--- src/rtl/pgc_pkg.sv ---
// Package with the register map, field positions and bus carrier types.
package pgc_pkg;

    localparam int          NUM_CH          = 3;
    localparam logic [7:0]  COUNTER_LOW_ADDR  = 8'hf9;
    localparam logic [7:0]  COUNTER_HIGH_ADDR = 8'hfa;
    localparam logic [7:0]  PWM_CONFIG_ADDR   = 8'hf7;
    localparam logic [2:0][7:0] CAP_LOW_ADDR  = {8'heb, 8'he9, 8'hfb};
    localparam logic [2:0][7:0] CAP_HIGH_ADDR = {8'hec, 8'hea, 8'hfc};
    localparam logic [2:0][7:0] MODE_ADDR     = {8'hdc, 8'hdb, 8'hda};
    localparam int          COMP_ENABLE_BIT = 6;
    localparam int          AUTO_RELOAD_SEL_BIT = 7;
    localparam logic [7:0]  BYTE_RESET      = 8'h00;
    localparam logic [15:0] WORD_RESET      = 16'h0000;

    typedef struct packed {
        logic [7:0] addr;
        logic [7:0] wdata;
        logic       wr;
        logic       rd;
    } pgc_sfr_req_s;

    typedef struct packed {
        logic [7:0] rdata;
        logic       rvalid;
    } pgc_sfr_rsp_s;

endpackage

--- src/rtl/pgc_regs.sv ---
// Register file of the counter array: counter bytes, snapshot, channels.

// Overview of operation
// - Counter high byte is read/write at 0xFA, resets to zero.
// - High-byte reads return a snapshot taken only on low-byte reads.
// - Capture low bytes of modules 0,1,2 sit at 0xFB, 0xE9, 0xEB.
// - Select set: low-byte address reaches the reload low byte.
// - A write to a module low byte clears its comparator enable.
// - Capture high bytes of modules 0,1,2 sit at 0xFC, 0xEA, 0xEC.
// - Select set: high-byte address reaches the reload high byte.
// - A write to a module high byte sets its comparator enable.
// - Comparator enable is mode bit 6; one enables the comparator.
// - Counter low byte sits at 0xF9; reading it triggers the snapshot.
module pgc_regs (
    // Clock and reset.
    input  wire logic                 ref_clk_i,
    input  wire logic                 reset_i,
    // Special-function-register bus.
    input  wire pgc_pkg::pgc_sfr_req_s sfr_req_i,
    output pgc_pkg::pgc_sfr_rsp_s     sfr_rsp_o,
    // Counting datapath.
    input  wire logic                 count_tick_i,
    input  wire logic [2:0]           capture_strobe_i,
    // Register contents toward the datapath.
    output logic      [15:0]          counter_o,
    output logic      [2:0][15:0]     capture_value_o,
    output logic      [2:0][15:0]     auto_reload_o,
    output logic      [2:0][7:0]      module_mode_o,
    output logic      [2:0]           comparator_enable_o,
    output logic                      auto_reload_select_o
);
    import pgc_pkg::*;

    logic [7:0] snapshot;
    logic [7:0] pwm_config_register;
    logic [2:0] wr_low;
    logic [2:0] wr_high;
    logic [2:0] wr_mode;
    logic       rd_counter_low;
    logic       wr_counter_low;
    logic       wr_counter_high;
    logic [7:0] next_rdata;

    assign rd_counter_low  = sfr_req_i.rd
                             && sfr_req_i.addr == COUNTER_LOW_ADDR;
    assign wr_counter_low  = sfr_req_i.wr
                             && sfr_req_i.addr == COUNTER_LOW_ADDR;
    assign wr_counter_high = sfr_req_i.wr
                             && sfr_req_i.addr == COUNTER_HIGH_ADDR;
    assign auto_reload_select_o = pwm_config_register[AUTO_RELOAD_SEL_BIT];

    genvar ch;
    generate
        for (ch = 0; ch < NUM_CH; ch++) begin : g_ch
            assign wr_low[ch]  = sfr_req_i.wr
                                 && sfr_req_i.addr == CAP_LOW_ADDR[ch];
            assign wr_high[ch] = sfr_req_i.wr
                                 && sfr_req_i.addr == CAP_HIGH_ADDR[ch];
            assign wr_mode[ch] = sfr_req_i.wr
                                 && sfr_req_i.addr == MODE_ADDR[ch];
            assign comparator_enable_o[ch] =
                module_mode_o[ch][COMP_ENABLE_BIT];
            pgc_channel u_channel (
                .ref_clk_i            (ref_clk_i),
                .reset_i              (reset_i),
                .wdata_i              (sfr_req_i.wdata),
                .wr_low_i             (wr_low[ch]),
                .wr_high_i            (wr_high[ch]),
                .wr_mode_i            (wr_mode[ch]),
                .auto_reload_select_i (auto_reload_select_o),
                .capture_strobe_i     (capture_strobe_i[ch]),
                .counter_i            (counter_o),
                .capture_o            (capture_value_o[ch]),
                .reload_o             (auto_reload_o[ch]),
                .mode_o               (module_mode_o[ch])
            );
        end
    endgenerate

    // Software writes take priority over the counting tick.
    always_ff @(posedge ref_clk_i or posedge reset_i) begin
        if (reset_i) begin
            counter_o <= WORD_RESET;
        end else if (wr_counter_low) begin
            counter_o[7:0] <= sfr_req_i.wdata;
        end else if (wr_counter_high) begin
            counter_o[15:8] <= sfr_req_i.wdata;
        end else if (count_tick_i) begin
            counter_o <= counter_o + 16'h0001;
        end
    end

    always_ff @(posedge ref_clk_i or posedge reset_i) begin
        if (reset_i) begin
            snapshot <= BYTE_RESET;
        end else if (rd_counter_low) begin
            snapshot <= counter_o[15:8];
        end
    end

    always_ff @(posedge ref_clk_i or posedge reset_i) begin
        if (reset_i) begin
            pwm_config_register <= BYTE_RESET;
        end else if (sfr_req_i.wr && sfr_req_i.addr == PWM_CONFIG_ADDR) begin
            pwm_config_register <= sfr_req_i.wdata;
        end
    end

    // Read multiplexer; unmapped addresses read as zero.
    always_comb begin
        next_rdata = BYTE_RESET;
        if (sfr_req_i.addr == COUNTER_LOW_ADDR) begin
            next_rdata = counter_o[7:0];
        end else if (sfr_req_i.addr == COUNTER_HIGH_ADDR) begin
            next_rdata = snapshot;
        end else if (sfr_req_i.addr == PWM_CONFIG_ADDR) begin
            next_rdata = pwm_config_register;
        end else begin
            for (int i = 0; i < NUM_CH; i++) begin
                if (sfr_req_i.addr == CAP_LOW_ADDR[i]) begin
                    next_rdata = auto_reload_select_o
                        ? auto_reload_o[i][7:0]
                        : capture_value_o[i][7:0];
                end else if (sfr_req_i.addr == CAP_HIGH_ADDR[i]) begin
                    next_rdata = auto_reload_select_o
                        ? auto_reload_o[i][15:8]
                        : capture_value_o[i][15:8];
                end else if (sfr_req_i.addr == MODE_ADDR[i]) begin
                    next_rdata = module_mode_o[i];
                end
            end
        end
    end

    always_ff @(posedge ref_clk_i or posedge reset_i) begin
        if (reset_i) begin
            sfr_rsp_o <= '0;
        end else begin
            sfr_rsp_o.rvalid <= sfr_req_i.rd;
            sfr_rsp_o.rdata  <= sfr_req_i.rd ? next_rdata : BYTE_RESET;
        end
    end

    logic wr_c0_low;
    logic wr_c0_high;
    assign wr_c0_low  = sfr_req_i.wr && sfr_req_i.addr == CAP_LOW_ADDR[0];
    assign wr_c0_high = sfr_req_i.wr && sfr_req_i.addr == CAP_HIGH_ADDR[0];
endmodule

--- src/rtl/pgc_channel.sv ---
// One capture/compare module: capture value, auto-reload value and mode.
module pgc_channel (
    // Clock and reset.
    input  wire logic        ref_clk_i,
    input  wire logic        reset_i,
    // Register access strobes from the decoder.
    input  wire logic [7:0]  wdata_i,
    input  wire logic        wr_low_i,
    input  wire logic        wr_high_i,
    input  wire logic        wr_mode_i,
    input  wire logic        auto_reload_select_i,
    // Capture from the counting datapath.
    input  wire logic        capture_strobe_i,
    input  wire logic [15:0] counter_i,
    // Register contents.
    output logic      [15:0] capture_o,
    output logic      [15:0] reload_o,
    output logic      [7:0]  mode_o
);
    import pgc_pkg::*;

    always_ff @(posedge ref_clk_i or posedge reset_i) begin
        if (reset_i) begin
            capture_o <= WORD_RESET;
        end else if (wr_low_i && !auto_reload_select_i) begin
            capture_o[7:0] <= wdata_i;
        end else if (wr_high_i && !auto_reload_select_i) begin
            capture_o[15:8] <= wdata_i;
        end else if (capture_strobe_i) begin
            capture_o <= counter_i;
        end
    end

    always_ff @(posedge ref_clk_i or posedge reset_i) begin
        if (reset_i) begin
            reload_o <= WORD_RESET;
        end else if (wr_low_i && auto_reload_select_i) begin
            reload_o[7:0] <= wdata_i;
        end else if (wr_high_i && auto_reload_select_i) begin
            reload_o[15:8] <= wdata_i;
        end
    end

    always_ff @(posedge ref_clk_i or posedge reset_i) begin
        if (reset_i) begin
            mode_o <= BYTE_RESET;
        end else if (wr_mode_i) begin
            mode_o <= wdata_i;
        end else if (wr_low_i) begin
            mode_o[COMP_ENABLE_BIT] <= 1'b0;
        end else if (wr_high_i) begin
            mode_o[COMP_ENABLE_BIT] <= 1'b1;
        end
    end

endmodule

--- config.mk ---
export PLATFORM = sky130hd
export DESIGN_NAME = pgc_regs
export DESIGN_NICKNAME = d
export VERILOG_FILES = /design/src/rtl/pgc_pkg.sv /design/src/rtl/pgc_regs.sv /design/src/rtl/pgc_channel.sv
export SDC_FILE = /design/constraint.sdc
export NUM_CORES = 1
export LEC_CHECK = 0
export BUFFER_PORTS_ARGS = -buffer_cell sky130_fd_sc_hd__clkbuf_2
export CAP_MARGIN = 10
export CORE_MARGIN = 2
export CORE_UTILIZATION = 45
export DETAILED_ROUTE_END_ITERATION = 7
export PLACE_DENSITY_LB_ADDON = 0.15
export SYNTH_ARGS = -nofsm -noshare
export SYNTH_HDL_FRONTEND = slang
export SYNTH_SLANG_ARGS = --single-unit
--- constraint.sdc ---
create_clock -name ref_clk_i -period 4.4 [get_ports ref_clk_i]
set_input_delay 0.22 -clock ref_clk_i [delete_from_list [all_inputs] [get_ports ref_clk_i]]
set_output_delay 0.22 -clock ref_clk_i [all_outputs]
set_load 0.1 [all_outputs]
; Yosys cells after proc, flatten, opt, wreduce, memory -nomap -nowiden
; Index checks and enable logic that the tools add are counted.
[word_totals]
register_bits = 161
inputBits = 24
out_inout_bits = 149
elab_cells = 140
[classes]
addsub = 1
eq_ne = 16
muxes = 44
n_bitwise = 7
n_reduce_logical = 48
[op_table]
columns = cell, n
row1 = two-way mux 8 bit, 31
row2 = == test 8 bit (second input constant), 12
row3 = two-way mux 16 bit, 4
row4 = logical AND 1 bit, 25
row5 = AND reduction 2 bit, 11
row6 = adder 16 x 1 -> 16 bit (second input constant), 1
row7 = nonzero test 2 bit, 8
row8 = two-way mux 1 bit, 9
row9 = nonzero test 3 bit, 3
row10 = inverter 1 bit, 7
row11 = inequality test 2 x 1 -> 1 bit (second input constant), 3
row12 = inequality test 2 bit (second input constant), 1
row13 = logical NOT 1 bit, 1

; Depth between registers and ports, before layout
; Gate-level depths: netlist of the first run.
[depth]
word_depth = 14
mapped_depth = 10
mapped_depth_nobuf = 6

; Hierarchy
; A second synthesis of the first run with hierarchy kept.
[hier_totals]
cells_unflattened = 754
hier_area_um2 = 8842.2
[modules_own_cells]
columns = module, instances, cells_per_inst, area_each_um2, seq_area_each_um2
row1 = pgc_channel, 3, 109, 1722.9, 1001.0
row2 = pgc_regs, 1, 427, 3673.5, 1026.0

; Least setup slack after synthesis of the first run
; OpenSTA, ideal clock, no wires.
[synth_timing]
path_type = reg2reg
start = reg pwm_config_register[7]
end = reg sfr_rsp_o[5] (netlist name)
setup_ps = 130
arrival_time_ps = 2400
required_time_ps = 4270
setup_slack_ps = 1871
path_stages_with_launch = 8
path_buffers = 2
synth_period_minus_slack_ps = 2529
cell_sequence = dfrtp_1 buf_2 buf_1 mux2_2 a21oi_1 nor2_1 a211oi_1 o21ai_0
[synth_via]
elab_chain_len = 13
elab_cells_between_ends = 18
cone_classes = mux (18)
[synth_lines]
columns = item, line
row1 = start: declaration, pgc_regs.sv:35  ; logic [7:0] pwm_config_register;
row2 = start signal: assignment, pgc_regs.sv:105  ; pwm_config_register <= sfr_req_i.wdata;
row3 = two-way mux 8 bit, pgc_regs.sv:126  ; ? auto_reload_o[i][15:8]
row4 = two-way mux 8 bit, pgc_regs.sv:124  ; end else if (sfr_req_i.addr == CAP_HIGH_ADDR[i]) begin
row5 = two-way mux 8 bit, pgc_regs.sv:120  ; if (sfr_req_i.addr == CAP_LOW_ADDR[i]) begin
row6 = two-way mux 8 bit, pgc_regs.sv:128  ; end else if (sfr_req_i.addr == MODE_ADDR[i]) begin
row7 = two-way mux 8 bit, pgc_regs.sv:124
row8 = two-way mux 8 bit, pgc_regs.sv:120
row9 = two-way mux 8 bit, pgc_regs.sv:128
row10 = two-way mux 8 bit, pgc_regs.sv:124
row11 = two-way mux 8 bit (*), pgc_regs.sv:120
row12 = two-way mux 8 bit (*), pgc_regs.sv:116  ; end else if (sfr_req_i.addr == PWM_CONFIG_ADDR) begin
row13 = two-way mux 8 bit (*), pgc_regs.sv:114  ; end else if (sfr_req_i.addr == COUNTER_HIGH_ADDR) begin
row14 = two-way mux 8 bit (*), pgc_regs.sv:112  ; if (sfr_req_i.addr == COUNTER_LOW_ADDR) begin
row15 = two-way mux 8 bit (*), pgc_regs.sv:140  ; sfr_rsp_o.rdata <= sfr_req_i.rd ? next_rdata : BYTE_RESET;
row16 = end: declaration, pgc_regs.sv:20  ; output pgc_pkg::pgc_sfr_rsp_s sfr_rsp_o,
; Mark *: on every way between the ends. The rest lies on a longest branch, timed or not.
; A chain may end at the register's enable or synchronous reset.

; Worst setup path in the final report of the first run
[layout_timing]
start = reg pwm_config_register[7]
end = reg g_ch[0].u_channel.capture_o[15]
[layout_via]
elab_chain_len = 4
elab_cells_between_ends = 7
cone_classes = mux (1) / bitwise (1) / reduce/logical (5)
[layout_lines]
columns = item, line
row1 = logical NOT 1 bit (*), "pgc_channel.sv:25, pgc_channel.sv:27"
row2 = logical AND 1 bit (on tied branches), "pgc_channel.sv:27, pgc_channel.sv:25"
row3 = nonzero test 2 bit (no line) / inverter 1 bit (equally long branches), --
row4 = AND reduction 2 bit (no line), --
row5 = end signal: assignment, pgc_channel.sv:28  ; capture_o[15:8] <= wdata_i;
row6 = end signal: assignment, pgc_channel.sv:30  ; capture_o <= counter_i;
row7 = end: declaration, pgc_channel.sv:16  ; output logic [15:0] capture_o,
; Marked as above.

==> flow_summary.ini, run 1 <==
[routing]
postRouteAntennaNets = 0
via_per_inst = 6.04
drtIter0Drc = 606
via_count = 7206
drt-pass1-iter-count = 5
remaining_drc_errors = 0
wl_per_cell_um = 24.5
wl_mm = 29.3

[clocking]
clk-insertion-delay-late_ns = 0.44
htreeDepth = 4
cts_buffers = 17
clockRootBuffer = clkbuf_16
clk_pin_slew_worst_paths_ns = 0.06
cts_tree = built
cts_resized = 0
cts.sinks = 161
cts_buffer_depth = 2

[worst_setup_path]
regToRegSetupSlack_ns = 1.67
slowest_delay_ns = 0.86
critical_path_class = reg -> reg
crit_required_ns = 4.71
end_kind = flip-flop
crit_chain = nand2b_1 > nor3_2 > o21ba_2 > nor2_1 > a21oi_1
worst_setup_path_start_kind = flip-flop
cp_max_fo = 22
arrival_ns = 3.03
cp_slowest_cell = nor3_2

[sta]
clock_skew_ns = 0.00989
setup_slack_ns = 1.67
hold_violations = 0
max_freq_ghz = 0.367
maxSlewViolCount = 0
fin_crit_sh_pct = 61.9
slew-limit-headroom_pct = 40.8
min_period_ns = 2.73
grt_setup_unrepaired = no
setup_viol = 0
fin_tns_setup_ns = 0
worstMarginPinSlew_ns = 0.884

[power]
ir_drop_mv = 0.290
power.density_nw_per_um2 = 551
leakagePower_nw = 4.74

[synth]
yosysTopAreaCell = dfrtp_1
ys_seq_area_share_pct = 46.2
synth_commonest_cells = dfrtp_1 (161), mux2_2 (126), mux2i_1 (65)
synthArstFlopShare_pct = 100
ys_warn_count = 0
synth_area_per_cell_um2 = 11.0
synth_seq_cells = 161
ys.flop_type = dfrtp_1
synth_edf_count = 0
syn_area_um2 = 8720
synth_area_leaders = dfrtp_1 (46%), mux2_2 (16%), mux2i_1 (7.5%)
synth_most_common_cell = dfrtp_1
synthCells = 791
yosysTopAreaCellShare_pct = 46.2
yosysUniqueCellTypes = 60
synth.net_count = 816

[place]
port_buffers = 172
dp_hpwl_mm = 19.9
gp_congestion = 0.906
pre_cts_slack_ns = 1.71

[floorplan]
initial_core_util_pct = 46.3
ios = 173
rows = 50
die_area_um2 = 20500
core_area_um2 = 18800
die_w_um = 143
die_y_um = 143

[final_layout]
final_net_count = 946
n_antenna_cell = 0
area_delta_synth_final_pct = 17.9
drive_gt1_share_pct = 40.8

[grt]
grtUsageTotal_pct = 29.2
grt_start_max_net_pins = 57
grt_pass1_wl_mm = 43.8
first_global_vias = 6932
overflow = 0
antenna_found_initial = 0

[worst_hold_path]
hp-class = in -> reg

[outcome]
status = finished clean

[run]
cap_violations = 0
path summary, 6_finish.rpt:
| check | startpoint | endpoint | cells after the start |
|---|---|---|---|
| worst min-delay path | sfr_req_i[1] | g_ch[2].u_channel.mode_o[6]$_DFFE_PP0P_ | 2 |
| min in group asynchronous | reset_i | g_ch[0].u_channel.capture_o[2]$_DFFE_PP0P_ | 3 |
| max in group asynchronous | reset_i | counter_o[11]$_DFFE_PP0P_ | 4 |
| worst max-delay path | pwm_config_register[7]$_DFFE_PP0P_ | g_ch[0].u_channel.capture_o[15]$_DFFE_PP0P_ | 5 |
| worst max register to register | pwm_config_register[7]$_DFFE_PP0P_ | g_ch[0].u_channel.capture_o[15]$_DFFE_PP0P_ | 5 |
| worst min register to register | snapshot[6]$_DFFE_PP0P_ | snapshot[6]$_DFFE_PP0P_ | 1 |
routing by layer:
metal	share of wire [%]	GRT usage (%)
met1	43	40.1
met2	46	44.6
met5	0	0
met4	3.0	11.4
met3	8.6	7.31
cell families (layout without fill, tap and decap cells):
group / count (synthesis) / in the layout / synth area share [%]
buf+inv: 75 / 217 / 4.32
simple gates: 164 / 164 / 10.3
fa+ha+maj: 1 / 1 / 0.143
flops: 161 / 161 / 46.2
mux: 191 / 191 / 23.7
compound gates: 192 / 192 / 14.6
xor+xnor: 7 / 7 / 0.703
through the flow:
stage | utilization [%] | hold WS, ns | std cells | instance area, um2 | total power [W]
5_1_grt | 54.6 | 0.284 | 1193 | 10300 | 0.00585
4_1_cts | 54.6 | 0.255 | 1193 | 10300 | 0.00568
3_3_place_gp | 51.1 | 0.369 | 1160 | 9630 | 0.00406
2_1_floorplan | - | 0.251 | 791 | 8720 | 0.00361
3_5_place_dp | 51.1 | 0.379 | 1160 | 9630 | 0.00406
6_report | 54.6 | 0.284 | 1193 | 10300 | 0.00567
area by class of cell:
type                            instances  area (um2)
Tap cell                              260         325
Fill cell                            1691        8550
Sequential cell                       161        4030
Clock buffer                           19         453
Multi-Input combinational cell        555        4330
Clock inverter                         12         181
Inverter                                3        15.0
Timing Repair Buffer                  183         948
worst max-delay path: cells and delay by family (launching register included):
family             cells  cell delay (ns)
and+or+nand+nor        3             1.54
DFF                    1             0.64
AOI/OAI and AO/OA      2             0.41
placed cells by master (no fill, tap or decap), types with 4 or more instances in the layout:
master       n
clkbuf_2   172
dfrtp_1    160
mux2_2     126
mux2i_1     65
nor2_1      52
a21oi_1     50
o21ai_0     49
nand2_1     36
nand3_1     27
clkbuf_16   17
a22oi_1     16
o211ai_1    16
o22a_1       9
o21a_1       9
buf_4        9
a211oi_1     8
o221a_2      8
nand4_1      7
xor2_1       6
nor3_2       4
o21ai_1      4
a2bb2oi_1    4
bufinv_16    4
timing repair:
item                      CTS  global route
hold buffers                2             0
setup buffers               0             0
hold endpoints to repair   33             0
registers in the layout, indices dropped and copies added, names as in the netlist:
| name | count |
|---|---|
| snapshot | 8 |
| counter_o | 16 |
| sfr_rsp_o | 9 |
| g_ch.u_channel.mode_o | 24 |
| pwm_config_register | 8 |
| g_ch.u_channel.capture_o | 48 |
| g_ch.u_channel.reload_o | 48 |
power breakdown:
group	total (W)	switching, W	internal, W
registers	0.00201	0.000350	0.00166
logic	0.00204	0.00168	0.000365
clock network	0.00162	0.000636	0.000981
total	0.00567	0.00267	0.00300
Note: power is estimated with default switching activity, not from simulation.
==> inputs of run 2 (changes only) <==
--- a/config.mk
+++ b/config.mk
@@ -5,6 +5,7 @@
 export SDC_FILE = /design/constraint.sdc
 export NUM_CORES = 1
 export LEC_CHECK = 0
+export ABC_AREA = 1
 export BUFFER_PORTS_ARGS = -buffer_cell sky130_fd_sc_hd__clkbuf_2
 export CAP_MARGIN = 10
 export CORE_MARGIN = 2
==> constraint.sdc (replaced) <==
create_clock -name ref_clk_i -period 2.64 [get_ports ref_clk_i]
set_input_delay 0.132 -clock ref_clk_i [delete_from_list [all_inputs] [get_ports ref_clk_i]]
set_output_delay 0.132 -clock ref_clk_i [all_outputs]
set_load 0.1 [all_outputs]
==> run 2 against run 1 <==
Compared with the run above:
- cell area grew 0.51%
- via count grew 16%
- die area shrank 0.77%
- first-iteration DRC count grew 57%
- highest routed layer unchanged
==> flow_summary.ini, run 2 <==
[power]
power_frac_clock_pct = 29.9
seqPwrFrac_pct = 35.1
power.density_nw_per_um2 = 853
switchingPower_w = 0.00402
leakagePower_nw = 5.23
p_int_w = 0.00480
swShare_pct = 45.6
ir_drop_mv = 0.702
pwr-share-comb_pct = 35.0

[final_layout]
final_net_count = 1257
final_common_cell = nand2_1
drive_gt1_share_pct = 24.6
final_cells = 1479
top_regs = g_ch.u_channel.capture_o (48), g_ch.u_channel.reload_o (48), g_ch.u_channel.mode_o (24)
n_antenna_cell = 0
fin_util_pct = 55.1
area_delta_synth_final_pct = 19.5
layout_common_cells = nand2_1 (296), clkbuf_2 (172), dfrtp_1 (160), o21ai_0 (137), inv_1 (87)

[worst_setup_path]
worst_setup_path_start_kind = flip-flop
end_kind = flip-flop
r2r_cells = 10
reg2reg_from = counter_o[0]$_DFFE_PP0P_
critical_path_class = reg -> reg
arrival_ns = 2.61
cp_max_fo = 9
timing.rr.end = counter_o[14]$_DFFE_PP0P_
crit_required_ns = 2.96
regToRegSetupSlack_ns = 0.35

[sta]
fin_tns_setup_ns = 0
worstMarginPinSlew_ns = 0.891
setup_viol = 0
min_period_ns = 2.29
maxSlewViolCount = 0
hold_violations = 0
slew-limit-headroom_pct = 40.5
grt_setup_unrepaired = no
fin_crit_sh_pct = 86.9
max_freq_ghz = 0.436
clock_skew_ns = 0.00871

[clocking]
clk-insertion-delay-late_ns = 0.43
cts.sinks = 161
cts_tree = built
hold_buffers = 2
cts_buffer_depth = 2
clk_pin_slew_worst_paths_ns = 0.07
cts_buffers = 17
cts_resized = 0
clockRootBuffer = clkbuf_16
htreeDepth = 4
post-cts-setup-buffers = 0

[synth]
synth_area_per_cell_um2 = 8.01
synth_area_leaders = dfrtp_1 (47%), nand2_1 (13%), o21ai_0 (7.9%)
synth_seq_cells = 161
ys.flop_type = dfrtp_1
synth.net_count = 1105
ys_seq_area_share_pct = 46.6
yosysTopAreaCell = dfrtp_1
synthArstFlopShare_pct = 100
synth_edf_count = 0
yosysUniqueCellTypes = 46
synth_most_common_cell = nand2_1
syn_area_um2 = 8650
synthCells = 1080
yosysTopAreaCellShare_pct = 46.6
ys_warn_count = 0
synth_commonest_cells = nand2_1 (296), dfrtp_1 (161), o21ai_0 (137)

[grt]
met3_usage_pct = 6.94
grtUsageTotal_pct = 30.5
met1_usage_pct = 44.9
overflow = 0
top_usage_layer = met1
grt_start_max_net_pins = 41
antenna_found_initial = 0
grt_pass1_wl_mm = 46.2
met2_usage_pct = 44.6
first_global_vias = 7685

[floorplan]
ios = 173
die_area_um2 = 20300
rows = 50
die_w_um = 143
initial_core_util_pct = 46.1
core_area_um2 = 18800
die_y_um = 143

[routing]
drt-pass1-iter-count = 6
wl_per_cell_um = 20.6
via_per_inst = 5.63
postRouteAntennaNets = 0
via_count = 8332
drtIter0Drc = 952
wl_mm = 30.4
remaining_drc_errors = 0

[outcome]
status = finished clean

[run]
cap_violations = 0

[place]
gp_congestion = 0.904
port_buffers = 172
placed_cells = 1445
dp_hpwl_mm = 22.0

[worst_hold_path]
hp-class = in -> reg
hp-start = sfr_req_i[6]
worstHoldPathCells = 3
hold_path_end = g_ch[1].u_channel.capture_o[12]$_DFFE_PP0P_
==> run 2: cell types whose count changed after synthesis, sizes merged, moves of 19 or more <==
| cell | change |
|---|---|
| a21oi | -31 |
| o21ai | +99 |
| nand2 | +270 |
| mux2 | -126 |
| or2 | +26 |
| o211ai | +19 |
| mux2i | -62 |
| inv | +101 |
| nand3 | +52 |
==> run 2: layout make-up <==
class | instances | area, um2
flip-flops and latches | 161 | 4030
clock buffers | 20 | 437
fillers | 1789 | 8430
repair buffers | 194 | 1090
clock inverters | 12 | 181
inverters | 105 | 420
multi-input cells | 753 | 3880
well taps | 234 | 293
==> run 2: power by group through the flow <==
stage	clock [W]	combinational (W)	sequential (W)
detailed placement	0	0.00307	0.00313
CTS	0.00266	0.00308	0.00309
floorplan	0	0.000767	0.00470
global route	0.00276	0.00322	0.00312
finish	0.00264	0.00308	0.00309
global placement	0	0.00306	0.00313
==> run 2: how the worst max path moves through the flow <==
stage                                        start                        end  slack (ns)  cells after the start
final                     counter_o[0]$_DFFE_PP0P_  counter_o[14]$_DFFE_PP0P_        0.35                     10
after detailed placement  counter_o[0]$_DFFE_PP0P_  counter_o[14]$_DFFE_PP0P_        0.39                     10
after CTS                 counter_o[0]$_DFFE_PP0P_  counter_o[14]$_DFFE_PP0P_        0.37                     10
after global routing      counter_o[0]$_DFFE_PP0P_  counter_o[14]$_DFFE_PP0P_        0.06                     10
after floorplan           counter_o[2]$_DFFE_PP0P_  counter_o[15]$_DFFE_PP0P_         0.1                     10
after global placement    counter_o[0]$_DFFE_PP0P_  counter_o[14]$_DFFE_PP0P_        0.35                     10
==> run 2: metrics by stage <==
step                instance area, um2  total power (W)  hold WS (ns)  setup WS [ns]
global route                     10300          0.00910        0.0462         0.0574
floorplan                         8650          0.00547         0.163         0.0958
CTS                              10300          0.00882        0.0164          0.365
global placement                  9700          0.00619         0.296          0.351
finish                           10300          0.00882        0.0261          0.347
detailed placement                9700          0.00620         0.303          0.385
==> run 2: cell families after synthesis <==
group / synth area share, %
simple gates: 25.6
compound gates: 17.6
buf+inv: 8.61
flops: 46.6
xor+xnor: 1.11
mux: 0.347
fa+ha+maj: 0.145
==> run 2: worst max-delay path: stages (launching register included) <==
cell     delay [ns]
dfrtp_1        0.63
ha_1           0.26
nand3_1        0.11
nor2_1         0.20
nand2_1        0.12
nor3_1         0.26
nand2_1        0.13
nor2_1         0.13
xor2_1         0.07
o21ai_0        0.17
o21ai_1        0.09
==> run 2: per-layer routing <==
layer	vias up	share of wire, %
li1	3869	-
met1	3966	44
met2	423	44
met3	74	8.9
met4	0	3.1
met5	-	0
